### config.mk
export PLATFORM = sky130hd
export DESIGN_NAME = redriver_output_control
export DESIGN_NICKNAME = d
export VERILOG_FILES = /design/src/core/redriver_output_pkg.sv /design/src/core/redriver_output_control.sv
export VERILOG_INCLUDE_DIRS = /design/src /design/src/core
export SDC_FILE = /design/constraint.sdc
export NUM_CORES = 1
export LEC_CHECK = 0
export BUFFER_PORTS_ARGS = -buffer_cell sky130_fd_sc_hd__buf_2
export CORE_ASPECT_RATIO = 2
export CORE_MARGIN = 1.5
export CORE_UTILIZATION = 49
export DETAILED_ROUTE_END_ITERATION = 10
export GPL_TIMING_DRIVEN = 0
export HOLD_SLACK_MARGIN = 0.08
export PLACE_DENSITY = 0.76
export SYNTH_ARGS = -nofsm -noshare
export SYNTH_HDL_FRONTEND = slang
export SYNTH_SLANG_ARGS = --single-unit
### constraint.sdc
create_clock -name clk -period 1.6 [get_ports clk]
set_clock_uncertainty 0.15 [all_clocks]
set_input_delay 0.08 -clock clk [delete_from_list [all_inputs] [get_ports clk]]
set_output_delay 0.08 -clock clk [all_outputs]
set_load 0.02 [all_outputs]
### src/core/redriver_output_regs.svh
/*
 * register offsets, field positions, reset values and timing counts
 * for the redriver output control block.
 * assumes: included by design file and testbench, no other dependencies.
 */
`ifndef REDRIVER_OUTPUT_REGS_SVH
`define REDRIVER_OUTPUT_REGS_SVH

// register offsets (word index on the plain register port)
`define OFS_CTRL        4'h0
`define OFS_TERM        4'h1
`define OFS_SLEW        4'h2
`define OFS_STATUS      4'h3
`define OFS_SETTINGS    4'h4

// control register fields
`define CTRL_STBY_INH   0
`define CTRL_AC_BIT     1
`define CTRL_LEG_AUTO   2
`define CTRL_PDOWN      3
`define CTRL_RESET      8'h08

// slew register fields
`define SLEW_CLK_LSB    0
`define EDGE_3G_LSB     3
`define EDGE_6G_LSB     6
`define SLEW_HR_LSB     9
`define SLEW_RESET      12'h000

// term register reset
`define TERM_RESET      2'h2

// activity filter: time the synchronised detect must hold stable
`define DET_FILTER_NS   400
`define CLK_PERIOD_NS   100

`endif

### src/core/redriver_output_pkg.sv
/*
 * types shared by the redriver output control block.
 * assumes: the register header is on the include path.
 */
package redriver_output_pkg;

    // link generation of the current link
    typedef enum logic [1:0] {
        LINK_V14 = 2'h0,
        LINK_V20 = 2'h1,
        LINK_V21 = 2'h2
    } link_ver_type;

    // source termination choices
    typedef enum logic [2:0] {
        TERM_OPEN   = 3'h0,
        TERM_P300   = 3'h1,
        TERM_P100   = 3'h2,
        TERM_V150   = 3'h3,
        TERM_V50    = 3'h4
    } term_type;

    // emphasis settings driven to the analog lanes
    typedef enum logic [2:0] {
        EMPH_0DB    = 3'h0,
        EMPH_PRE35  = 3'h1,
        EMPH_PRE60  = 3'h2,
        EMPH_DE25   = 3'h3,
        EMPH_DE35   = 3'h4,
        EMPH_DE37   = 3'h5,
        EMPH_DE46   = 3'h6
    } emph_type;

    // four-level strap pin
    typedef enum logic [1:0] {
        LVL_LOW   = 2'h0,
        LVL_R     = 2'h1,
        LVL_F     = 2'h2,
        LVL_HIGH  = 2'h3
    } level4_type;

    // standby machine, one-hot
    typedef enum logic [2:0] {
        ST_POWERDOWN = 3'b001,
        ST_STANDBY   = 3'b010,
        ST_ACTIVE    = 3'b100
    } stby_state_type;

    // strap pins grouped together
    typedef struct packed {
        logic       acCoupleStrap;
        logic       legacyTermStrap;
        level4_type emphasisStrap;
        level4_type linearityStrap;
    } strap_type;

    // link status from the snoop and clock-rate logic
    typedef struct packed {
        link_ver_type linkVer;
        logic         laneSwap;
        logic         limitedMode;
        logic [1:0]   snoopedFfeLevel;
        logic         belowOpenLimit;
        logic         aboveTerm300Limit;
    } link_info_type;

    // settings driven to the analog output stage
    typedef struct packed {
        logic       acBias;
        term_type   term;
        emph_type   dataEmph;
        emph_type   clkEmph;
        logic [2:0] slewClk;
        logic [2:0] slewData;
        logic       slewAdjust;
        logic [2:0] adaptiveEqOffset;
    } out_cfg_type;

endpackage

### src/core/redriver_output_control.sv
/*
 * redriver output control: standby and activity detect, signal-present
 * indicator, coupling, termination, slew and emphasis decoding.
 * assumes: straps and activity-detect are asynchronous pins; link info
 * comes from snoop logic on clk; registers reached over a plain port.
 */
// Contract
// - no swap: watch clock lane old, lane2 new
// - swap: watch clock lane new, lane2 old
// - activity wakes device, loss returns to standby
// - standby holds all output lanes high impedance
// - standby on at reset; inhibit bit disables
// - indicator low when active with standby on, released otherwise
// - coupling from strap or bit sets bias
// - strap dc: v2 100 ohm, v1.4 by strap
// - strap ac: v1.4 150, v2 50 to supply
// - strap low v1.4: open or 300 by frequency
// - register dc term code decode, auto mode
// - legacy auto bit forces 300 on v1.4
// - register ac term code decode
// - slew fixed by strap, fields in limited mode
// - emphasis data lanes, limited only, clk in frl
// - strap emphasis levels on older links
// - frl ffe level 0/1 gives -2.5/-3.5
// - frl ffe level 2/3 gives -3.7/-4.6
// - linearity strap F or high enables adaptive eq offset, emphasis strap picks it
// - high legacy strap forces 300 on v1.4 in strap mode with dc coupling
`timescale 1ns/1ps
`default_nettype none
`include "redriver_output_regs.svh"

module redriver_output_control
    import redriver_output_pkg::*;
#(
    parameter int LANES = 4
) (
    // clock and reset
    input  wire logic                clk,
    input  wire logic                arst_n,
    // mode and pins
    input  wire logic                regMode,
    input  wire strap_type           straps,
    input  wire logic                clkLaneActive,
    input  wire logic                data_lane2_in,
    input  wire link_info_type       linkInfo,
    // register port
    input  wire logic [3:0]          regAddr,
    input  wire logic [15:0]         regWrData,
    input  wire logic                regWr,
    input  wire logic                regRd,
    output logic      [15:0]         regRdData,
    // analog controls
    output out_cfg_type              outCfg,
    output logic      [LANES-1:0]    laneOutEn,
    // open-drain indicator
    output logic                     signal_present_flag_out,
    output logic                     signal_present_flag_oe
);

    localparam int FILTER_CYC =
        (`DET_FILTER_NS + `CLK_PERIOD_NS - 1) / `CLK_PERIOD_NS;

    // whole module state
    typedef struct packed {
        logic [2:0]     syncClk;
        logic [2:0]     syncD2;
        logic [2:0]     syncAc;
        logic [2:0]     syncLeg;
        logic           clkQ;
        logic           d2Q;
        logic           acQ;
        logic           legQ;
        logic [3:0]     filtCnt;
        logic           actFilt;
        stby_state_type state;
        logic [7:0]     ctrl;
        logic [1:0]     termCode;
        logic [11:0]    slew;
        logic [15:0]    rdData;
        out_cfg_type    cfg;
        logic [LANES-1:0] laneEn;
        logic           flagOe;
    } state_type;

    state_type cur;
    state_type next_cur;

    logic           rawAct;
    logic           stbyEnabled;
    logic           acSel;
    logic           legSel;
    term_type       termSel;
    emph_type       emphSel;
    logic [2:0]     eqOffSel;

    // next-state logic
    always_comb begin
        next_cur = cur;
        // three-stage syncs; second and third must agree
        next_cur.syncClk = {cur.syncClk[1:0], clkLaneActive};
        next_cur.syncD2  = {cur.syncD2[1:0], data_lane2_in};
        next_cur.syncAc  = {cur.syncAc[1:0], straps.acCoupleStrap};
        next_cur.syncLeg = {cur.syncLeg[1:0], straps.legacyTermStrap};
        // a pin change counts once stages two and three agree,
        // so one late-settling sample never reaches the decode
        if (cur.syncClk[2] == cur.syncClk[1]) begin
            next_cur.clkQ = cur.syncClk[2];
        end
        if (cur.syncD2[2] == cur.syncD2[1]) begin
            next_cur.d2Q = cur.syncD2[2];
        end
        if (cur.syncAc[2] == cur.syncAc[1]) begin
            next_cur.acQ = cur.syncAc[2];
        end
        if (cur.syncLeg[2] == cur.syncLeg[1]) begin
            next_cur.legQ = cur.syncLeg[2];
        end

        // monitored lane choice
        if (linkInfo.laneSwap) begin
            rawAct = (linkInfo.linkVer == LINK_V21)
                ? cur.clkQ : cur.d2Q;
        end else begin
            rawAct = (linkInfo.linkVer == LINK_V21)
                ? cur.d2Q : cur.clkQ;
        end

        // filter: level must hold FILTER_CYC cycles to count
        if (rawAct == cur.actFilt) begin
            next_cur.filtCnt = 4'h0;
        end else if (cur.filtCnt == 4'(FILTER_CYC - 1)) begin
            next_cur.filtCnt = 4'h0;
            next_cur.actFilt = rawAct;
        end else begin
            next_cur.filtCnt = cur.filtCnt + 4'h1;
        end

        stbyEnabled = !(regMode && cur.ctrl[`CTRL_STBY_INH]);

        // standby machine
        case (cur.state)
            ST_POWERDOWN: begin
                if (!(regMode && cur.ctrl[`CTRL_PDOWN])) begin
                    next_cur.state = ST_STANDBY;
                end
            end
            ST_STANDBY: begin
                if (regMode && cur.ctrl[`CTRL_PDOWN]) begin
                    next_cur.state = ST_POWERDOWN;
                end else if (cur.actFilt || !stbyEnabled) begin
                    next_cur.state = ST_ACTIVE;
                end
            end
            ST_ACTIVE: begin
                if (regMode && cur.ctrl[`CTRL_PDOWN]) begin
                    next_cur.state = ST_POWERDOWN;
                end else if (!cur.actFilt && stbyEnabled) begin
                    next_cur.state = ST_STANDBY;
                end
            end
            default: begin
                next_cur.state = ST_POWERDOWN;
            end
        endcase

        // lanes driven only when active; else high impedance
        next_cur.laneEn = (next_cur.state == ST_ACTIVE)
            ? {LANES{1'b1}} : {LANES{1'b0}};
        // indicator pulled low only while active with standby on
        next_cur.flagOe = (next_cur.state == ST_ACTIVE)
            && stbyEnabled;

        // coupling selection
        acSel  = regMode ? cur.ctrl[`CTRL_AC_BIT] : cur.acQ;
        legSel = cur.legQ;

        // termination
        if (!regMode) begin
            if (acSel) begin
                termSel = (linkInfo.linkVer == LINK_V14)
                    ? TERM_V150 : TERM_V50;
            end else if (linkInfo.linkVer != LINK_V14) begin
                termSel = TERM_P100;
            end else if (legSel) begin
                termSel = TERM_P300;
            end else if (linkInfo.aboveTerm300Limit) begin
                termSel = TERM_P300;
            end else if (linkInfo.belowOpenLimit) begin
                termSel = TERM_OPEN;
            end else begin
                termSel = cur.cfg.term;  // hysteresis band: hold
            end
        end else if (acSel) begin
            case (cur.termCode)
                2'h3: termSel = TERM_V50;
                2'h2: termSel = (linkInfo.linkVer == LINK_V14)
                    ? TERM_V150 : TERM_V50;
                default: termSel = TERM_V150;
            endcase
        end else begin
            case (cur.termCode)
                2'h0: termSel = TERM_OPEN;
                2'h1: termSel = TERM_P300;
                2'h3: termSel = TERM_P100;
                default: begin
                    if (linkInfo.linkVer != LINK_V14) begin
                        termSel = TERM_P100;
                    end else if (cur.ctrl[`CTRL_LEG_AUTO]) begin
                        termSel = TERM_P300;
                    end else if (linkInfo.aboveTerm300Limit) begin
                        termSel = TERM_P300;
                    end else if (linkInfo.belowOpenLimit) begin
                        termSel = TERM_OPEN;
                    end else begin
                        termSel = cur.cfg.term;
                    end
                end
            endcase
        end

        // emphasis: snooped ffe on frl, strap otherwise
        if (linkInfo.linkVer == LINK_V21) begin
            case (linkInfo.snoopedFfeLevel)
                2'h0: emphSel = EMPH_DE25;
                2'h1: emphSel = EMPH_DE35;
                2'h2: emphSel = EMPH_DE37;
                default: emphSel = EMPH_DE46;
            endcase
        end else begin
            case (straps.emphasisStrap)
                LVL_LOW:  emphSel = EMPH_PRE35;
                LVL_R:    emphSel = EMPH_DE25;
                LVL_F:    emphSel = EMPH_0DB;
                default:  emphSel = EMPH_PRE60;
            endcase
        end

        // adaptive eq offset only with linearity F or high
        eqOffSel = 3'h0;
        if (straps.linearityStrap == LVL_F
                || straps.linearityStrap == LVL_HIGH) begin
            case (straps.emphasisStrap)
                LVL_LOW: eqOffSel = 3'h1;
                LVL_R:   eqOffSel = 3'h4;
                LVL_F:   eqOffSel = 3'h0;
                default: eqOffSel = 3'h2;
            endcase
        end

        next_cur.cfg.acBias    = acSel;
        next_cur.cfg.term      = termSel;
        next_cur.cfg.adaptiveEqOffset = eqOffSel;
        // emphasis data lanes in limited mode, clock lane too on frl
        next_cur.cfg.dataEmph  = linkInfo.limitedMode
            ? emphSel : EMPH_0DB;
        next_cur.cfg.clkEmph   = (linkInfo.limitedMode
            && linkInfo.linkVer == LINK_V21) ? emphSel : EMPH_0DB;
        // slew adjustable only in register mode and limited mode
        next_cur.cfg.slewAdjust = regMode && linkInfo.limitedMode;
        next_cur.cfg.slewClk   = next_cur.cfg.slewAdjust
            ? cur.slew[`SLEW_CLK_LSB +: 3] : 3'h0;
        // software range is its own duty; no clamping here
        if (!next_cur.cfg.slewAdjust) begin
            next_cur.cfg.slewData = 3'h0;
        end else if (linkInfo.linkVer == LINK_V14) begin
            next_cur.cfg.slewData = cur.slew[`EDGE_3G_LSB +: 3];
        end else if (linkInfo.linkVer == LINK_V20) begin
            next_cur.cfg.slewData = cur.slew[`EDGE_6G_LSB +: 3];
        end else begin
            next_cur.cfg.slewData = cur.slew[`SLEW_HR_LSB +: 3];
        end

        // register writes
        if (regWr) begin
            if (regAddr == `OFS_CTRL) begin
                next_cur.ctrl = regWrData[7:0];
            end else if (regAddr == `OFS_TERM) begin
                next_cur.termCode = regWrData[1:0];
            end else if (regAddr == `OFS_SLEW) begin
                next_cur.slew = regWrData[11:0];
            end
        end

        // register reads, data one cycle later; unmapped read zero
        next_cur.rdData = 16'h0000;
        if (regRd) begin
            if (regAddr == `OFS_CTRL) begin
                next_cur.rdData = {8'h00, cur.ctrl};
            end else if (regAddr == `OFS_TERM) begin
                next_cur.rdData = {14'h0000, cur.termCode};
            end else if (regAddr == `OFS_SLEW) begin
                next_cur.rdData = {4'h0, cur.slew};
            end else if (regAddr == `OFS_STATUS) begin
                next_cur.rdData = {12'h000, cur.actFilt, cur.state};
            end else if (regAddr == `OFS_SETTINGS) begin
                next_cur.rdData = {cur.cfg.adaptiveEqOffset, cur.cfg.dataEmph,
                    cur.cfg.clkEmph, cur.cfg.term, cur.cfg.acBias,
                    cur.cfg.slewAdjust, 2'h0};
            end
        end
    end

    // state register
    always_ff @(posedge clk or negedge arst_n) begin
        if (!arst_n) begin
            cur          <= '0;
            cur.state    <= ST_POWERDOWN;
            cur.ctrl     <= `CTRL_RESET;  // power down in register mode
            cur.termCode <= `TERM_RESET;
            cur.slew     <= `SLEW_RESET;
        end else begin
            cur <= next_cur;
        end
    end

    assign regRdData               = cur.rdData;
    assign outCfg                  = cur.cfg;
    assign laneOutEn               = cur.laneEn;
    assign signal_present_flag_out = 1'b0;  // open drain: only pulls low
    assign signal_present_flag_oe  = cur.flagOe;

    // checks
    a_lanes_hiz: assert property (
        @(posedge clk) disable iff (!arst_n)
        cur.state != ST_ACTIVE |-> laneOutEn == '0)
        else $error("lanes driven outside active state");
    a_flag_active: assert property (
        @(posedge clk) disable iff (!arst_n)
        signal_present_flag_oe |-> cur.state == ST_ACTIVE)
        else $error("indicator low outside active state");
    a_wake_on_act: assert property (
        @(posedge clk) disable iff (!arst_n)
        (cur.state == ST_STANDBY && cur.actFilt
         && !(regMode && cur.ctrl[`CTRL_PDOWN]))
        |=> cur.state == ST_ACTIVE)
        else $error("no wake on activity");
    a_sleep_on_loss: assert property (
        @(posedge clk) disable iff (!arst_n)
        (cur.state == ST_ACTIVE && !cur.actFilt && stbyEnabled
         && !(regMode && cur.ctrl[`CTRL_PDOWN]))
        |=> cur.state == ST_STANDBY)
        else $error("no standby on activity loss");
    a_filter_hold: assert property (
        @(posedge clk) disable iff (!arst_n)
        $changed(cur.actFilt)
        |-> $past(cur.filtCnt) == 4'(FILTER_CYC - 1))
        else $error("filter changed early");
    a_emph_clk: assert property (
        @(posedge clk) disable iff (!arst_n)
        $past(linkInfo.linkVer) != LINK_V21
        |-> outCfg.clkEmph == EMPH_0DB)
        else $error("clock lane emphasis outside frl");
    a_ffe_map: assert property (
        @(posedge clk) disable iff (!arst_n)
        (linkInfo.linkVer == LINK_V21 && linkInfo.limitedMode
         && linkInfo.snoopedFfeLevel == 2'h3)
        |=> outCfg.dataEmph == EMPH_DE46)
        else $error("ffe level 3 mapping wrong");
    a_strap_ac_term: assert property (
        @(posedge clk) disable iff (!arst_n)
        (!regMode && cur.acQ && linkInfo.linkVer == LINK_V20)
        |=> outCfg.term == TERM_V50)
        else $error("strap ac v2 termination wrong");
    a_slew_fixed: assert property (
        @(posedge clk) disable iff (!arst_n)
        !$past(regMode) |-> outCfg.slewClk == 3'h0)
        else $error("slew changed in strap mode");
    a_rd_zero: assert property (@(posedge clk) disable iff (!arst_n)
        (regRd && regAddr > `OFS_SETTINGS) |=> regRdData == 16'h0000)
        else $error("unmapped read not zero");

    c_wake: cover property (@(posedge clk) disable iff (!arst_n)
        cur.state == ST_STANDBY ##1 cur.state == ST_ACTIVE);
    c_sleep: cover property (@(posedge clk) disable iff (!arst_n)
        cur.state == ST_ACTIVE ##1 cur.state == ST_STANDBY);
    c_powerdown: cover property (@(posedge clk) disable iff (!arst_n)
        cur.state == ST_ACTIVE ##1 cur.state == ST_POWERDOWN);
    c_frl_emph: cover property (@(posedge clk) disable iff (!arst_n)
        outCfg.clkEmph == EMPH_DE37);

endmodule // redriver_output_control
`default_nettype wire

Yosys cells after proc, flatten, opt, wreduce, memory -nomap -nowiden:

Index checks and enable logic that the tools add are counted.

* multiplexer cells: 42
* bitwise operators: 3
* reduce and logical (&&, ||, !) cells: 20
* eq/ne operators: 25
* add/subtract/negate cells: 1

Operator list (count)
* $mux W16: 6
* $mux W3: 23
* $pmux W3 S3: 4
* $eq A2 B2 Y1 const B: 7
* $eq A4 B2 Y1 const B: 3
* $mux W4: 3
* $eq A2 B1 Y1 const B: 4
* $logic_not A2 Y1: 4
* $eq A3 B3 Y1 const B: 2
* $logic_and A1 B1 Y1: 6
* $pmux W2 S3: 1
* $pmux W3 S2: 1
* $eq A1 B1 Y1: 5
* $add A4 B1 Y4 const B: 1
* $eq A4 B1 Y1 const B: 1
* $eq A4 B3 Y1 const B: 1
* $logic_not A4 Y1: 1
* $mux W1: 4
* $reduce_and A2 Y1: 2
* $reduce_and A4 Y1: 1
* $eq A3 B1 Y1 const B: 1
* $eq A3 B2 Y1 const B: 1
* $not A1 Y1: 3
* $reduce_and A3 Y1: 1
* other kinds (3): 5

* input bits: 41
* output and inout bits: 42
* flip-flop bits (word level): 87

Logic depth before layout (Yosys ltp):

* depth after elaboration: 8
* mapped depth: 5
* depth with buffers taken out: 4

Worst setup path after synthesis:

No wires, ideal clock.

* kind: flip-flop to flip-flop
* from: register cur[58] (netlist bit)
* to: register cur (netlist bit regRdData[3])
* stages on the path, launching flop included: 5
* period minus slack after synthesis: 1.619 ns
* buffers on the path: 0
* required time: 1.325 ns
* arrival: 1.344 ns
* setup slack: -0.019 ns
* library setup time: 0.125 ns
* path through: dfstp_2 > or3b_1 > a21oi_1 > a31oi_1 > a2111oi_0

RTL lines
* start: declaration: RTL line redriver_output_control.sv:85 `state_type cur;`
* start signal: assignment: RTL line redriver_output_control.sv:312 `cur <= next_cur;`

==> impl_metrics.py <==
metrics = {
    "worst_setup_path": {
        "reg2reg_depth": 4,
        "cp_max_fo": 3,
        "max_stage_delay_ps": 550,
        "path_class": "reg2reg",
        "critPathLaunchType": "flip-flop",
        "path_cells": "or3b_1 -> a21oi_2 -> a31oi_1 -> a2111oi_1",
        "crit_path_top_delay_cell": "dfstp_2",
        "worstPathRequired_ps": 1660,
        "worst_setup_path_end_kind": "flip-flop",
        "cp.arrival_ps": 1690,
    },
    "synth": {
        "synth_warnings": 0,
        "yosys-top-cells-count": "dfrtp_1, buf_4, nor2_1",
        "synth_top_area_share_pct": 54.22,
        "synth_ff_type": "dfrtp_1",
        "synth_top_area_cell": "dfrtp_1",
        "synth_nets": 346,
        "synth_area_sq_um": 3739,
        "synth_area_per_cell_sq_um": 12.38,
        "synth_edf_count": 0,
        "ys_async_sr_fraction_pct": 100.0,
        "yosys-top-cells-area": "dfrtp_1, buf_4, mux2_2",
        "syn_inst": 302,
        "ys_types": 51,
        "yosysMostFrequentCell": "dfrtp_1",
        "synth_seq_cells": 84,
        "yosysSeqAreaShare_pct": 56.33,
    },
    "layout": {
        "final_area_sq_um": 5006,
        "fillCellCount": 559,
        "syn_to_final_growth_pct": 33.90,
        "drive_gt1_share_pct": 40.47,
        "layout.nets": 470,
    },
    "clock_tree": {
        "clk_pin_slew_ps": 60,
        "cts_buffers": 9,
        "root_buffer": "clkbuf_16",
        "h-tree-depth": 3,
        "clkLatencyLatePin_ps": 340,
        "cts_sinks": 84,
        "cts_tree": "yes",
        "clock_path_buffers": 2,
    },
    "sta": {
        "finalMaxSlewViolations": 0,
        "setup_viol": 1,
        "period_share_pct": 102.0,
        "worst_slew_pin_slew_ps": 555.9,
        "hold_violations": 0,
        "fin_crit_ps": 1633,
        "max_freq_ghz": 0.6125,
        "setup_ws_ps": -32.77,
        "relSlewSlack_pct": 62.62,
        "rsz0062_at_grt": "true",
    },
    "detailed_routing": {
        "wirelength_um": 8297,
        "viasPerCell": 5.205,
        "drt_pre_antenna_iters": 4,
        "drt-initial-drc-count": 101,
        "avgRoutedWirePerCell_um": 15.86,
        "dr_total_vias": 2722,
        "drc_errors": 0,
        "antenna_left": 0,
    },
    "pwr": {
        "powerDensity_nw_per_um2": 1197,
        "totalPowerFinal_mw": 5.992,
        "ir_drop_v": 0.0008106,
        "p_leak_nw": 2.571,
    },
    "floorplan": {
        "die_x_um": 64.77,
        "io_pins": 83,
        "die-area_sq_um": 8195,
        "start_util_pct": 51.06,
        "dieHeight_um": 126.5,
        "rows": 44,
        "core_area_sq_um": 7322,
    },
    "global_routing": {
        "grt_overflow_total": 0,
        "grt_pass1_vias": 2814,
        "grt_max_degree": 55,
        "grt_pass1_wl_um": 13620,
        "grt_antenna_before_repair": 1,
        "track_usage_pct": 22.36,
    },
    "place": {
        "placed_cell_area_sq_um": 4244,
        "dp.final_hpwl_um": 5760,
        "port_buffers": 72,
        "gp_congestion": 0.8663,
    },
    "worst_hold_path": {
        "hold_path_depth": 4,
        "hp-class": "in2reg",
    },
    "run_status": {
        "violations": "negative setup slack",
        "status": "finished with violations",
    },
    "flow_run": {
        "max_cap_viol_count": 0,
    },
}
## worst max-delay path: cells and delay by family (launching register included)
kind	cells	cell delay [ps]
flip-flops	1	550
AND/OR/NAND/NOR	1	360
AO/OA/AOI/OAI	3	460
## kinds of logic after synthesis
group / after synthesis / synth area share (%)
mux: 29 / 10.24
buf+inv: 57 / 10.64
xor+xnor: 2 / 0.4686
flops: 84 / 56.33
fa+ha+maj: 7 / 2.075
other cells: 1 / 0.1003
simple gates: 81 / 12.55
compound gates: 41 / 7.597
## layer usage
layer  track usage (%)  part of all wire (%)  routed length (um)
met5                 0                     0                   0
met4             15.02                   4.7                 391
met3             5.142                   3.4                 280
met2             37.42                    55                4554
met1             24.70                    37                3071
## registers in the layout, summed over array words and instances (netlist names)
signal                  cells
laneOutEn                   1
signal_present_flag_oe      1
outCfg                     20
cur                        45
regRdData                  16
legSel                      1
## repair_timing
action                     in CTS  in global routing
cloned                          0                  0
pin swaps                       2                  0
buffers inserted                0                  0
hold buffers                   40                  1
hold endpoints to repair      146                  1
gates resized for setup         3                  6
setup endpoints to repair       2                 47
## power by group
part	leakage [nW]	switching (mW)	internal, mW
registers	1.07	0.256	2.42
clock network	0.159	0.777	1.45
logic	1.34	0.500	0.589
total	2.57	1.53	4.46
## placed cells by master (no fill, tap or decap), types with 2 or more instances in the layout
cell type | synthesis | routed
nor4b_1 | 3 | 3
clkbuf_1 | 3 | 2
nor2_1 | 25 | 25
a22oi_1 | 4 | 4
o21a_1 | 2 | 2
nor3b_1 | 4 | 4
or3_1 | 3 | 2
nand2b_1 | 4 | 4
mux2_2 | 14 | 14
o21ai_0 | 9 | 9
inv_1 | 6 | 6
a31oi_1 | 2 | 2
nor2b_1 | 2 | 2
nor3_1 | 2 | 2
dfstp_2 | 3 | 3
mux4_2 | 2 | 2
maj3_1 | 4 | 4
mux2_4 | 10 | 10
a21oi_1 | 8 | 7
buf_4 | 42 | 42
clkbuf_16 | 0 | 9
and3_1 | 12 | 12
buf_2 | 3 | 74
a222oi_1 | 4 | 4
mux2i_1 | 3 | 3
bufinv_16 | 0 | 2
buf_6 | 3 | 4
o31ai_1 | 2 | 2
nor4_1 | 3 | 2
ha_1 | 3 | 3
dlygate4sd3_1 | 0 | 41
nand2_1 | 13 | 13
clkbuf_8 | 0 | 2
dfrtp_1 | 81 | 81
## layout make-up
class	instances	area, sq um	area share, %
multi-input cells	161	1257	25.12
diodes	1	2.502	0.04999
plain buffers	50	372.9	7.448
clock inverters	3	68.82	1.375
clock buffers	12	256.5	5.124
flip-flops and latches	84	2106	42.06
inverters	6	22.52	0.4499
well taps	92	115.1	2.299
repair buffers	114	804.5	16.07
## final timing paths
path / from / to / slack, ps
max: cur[58] / regRdData[3] / -30
min: regAddr[0] / regRdData[3] / 70
max reg2reg: cur[58] / regRdData[3] / -30
min reg2reg: cur[75] / cur[76] / 200
max in group asynchronous: arst_n / cur[58] / 130
min in group asynchronous: arst_n / cur[78] / 570
## per-stage QoR
stage	TNS [ps]	cells	util, %	hold slack (ps)	worst slack (ps)
global placement	-23410	466	57.55	37.92	-267.3
CTS	-20.78	521	67.91	-142.3	-20.78
global route	-74.87	523	68.37	87.47	-74.87
floorplan	0	302	-	-365.6	7.294
detailed placement	-2304	467	57.96	-116.0	-150.0
finish	-32.77	523	68.37	65.18	-32.77
Note: power is estimated with default switching activity, not from simulation.
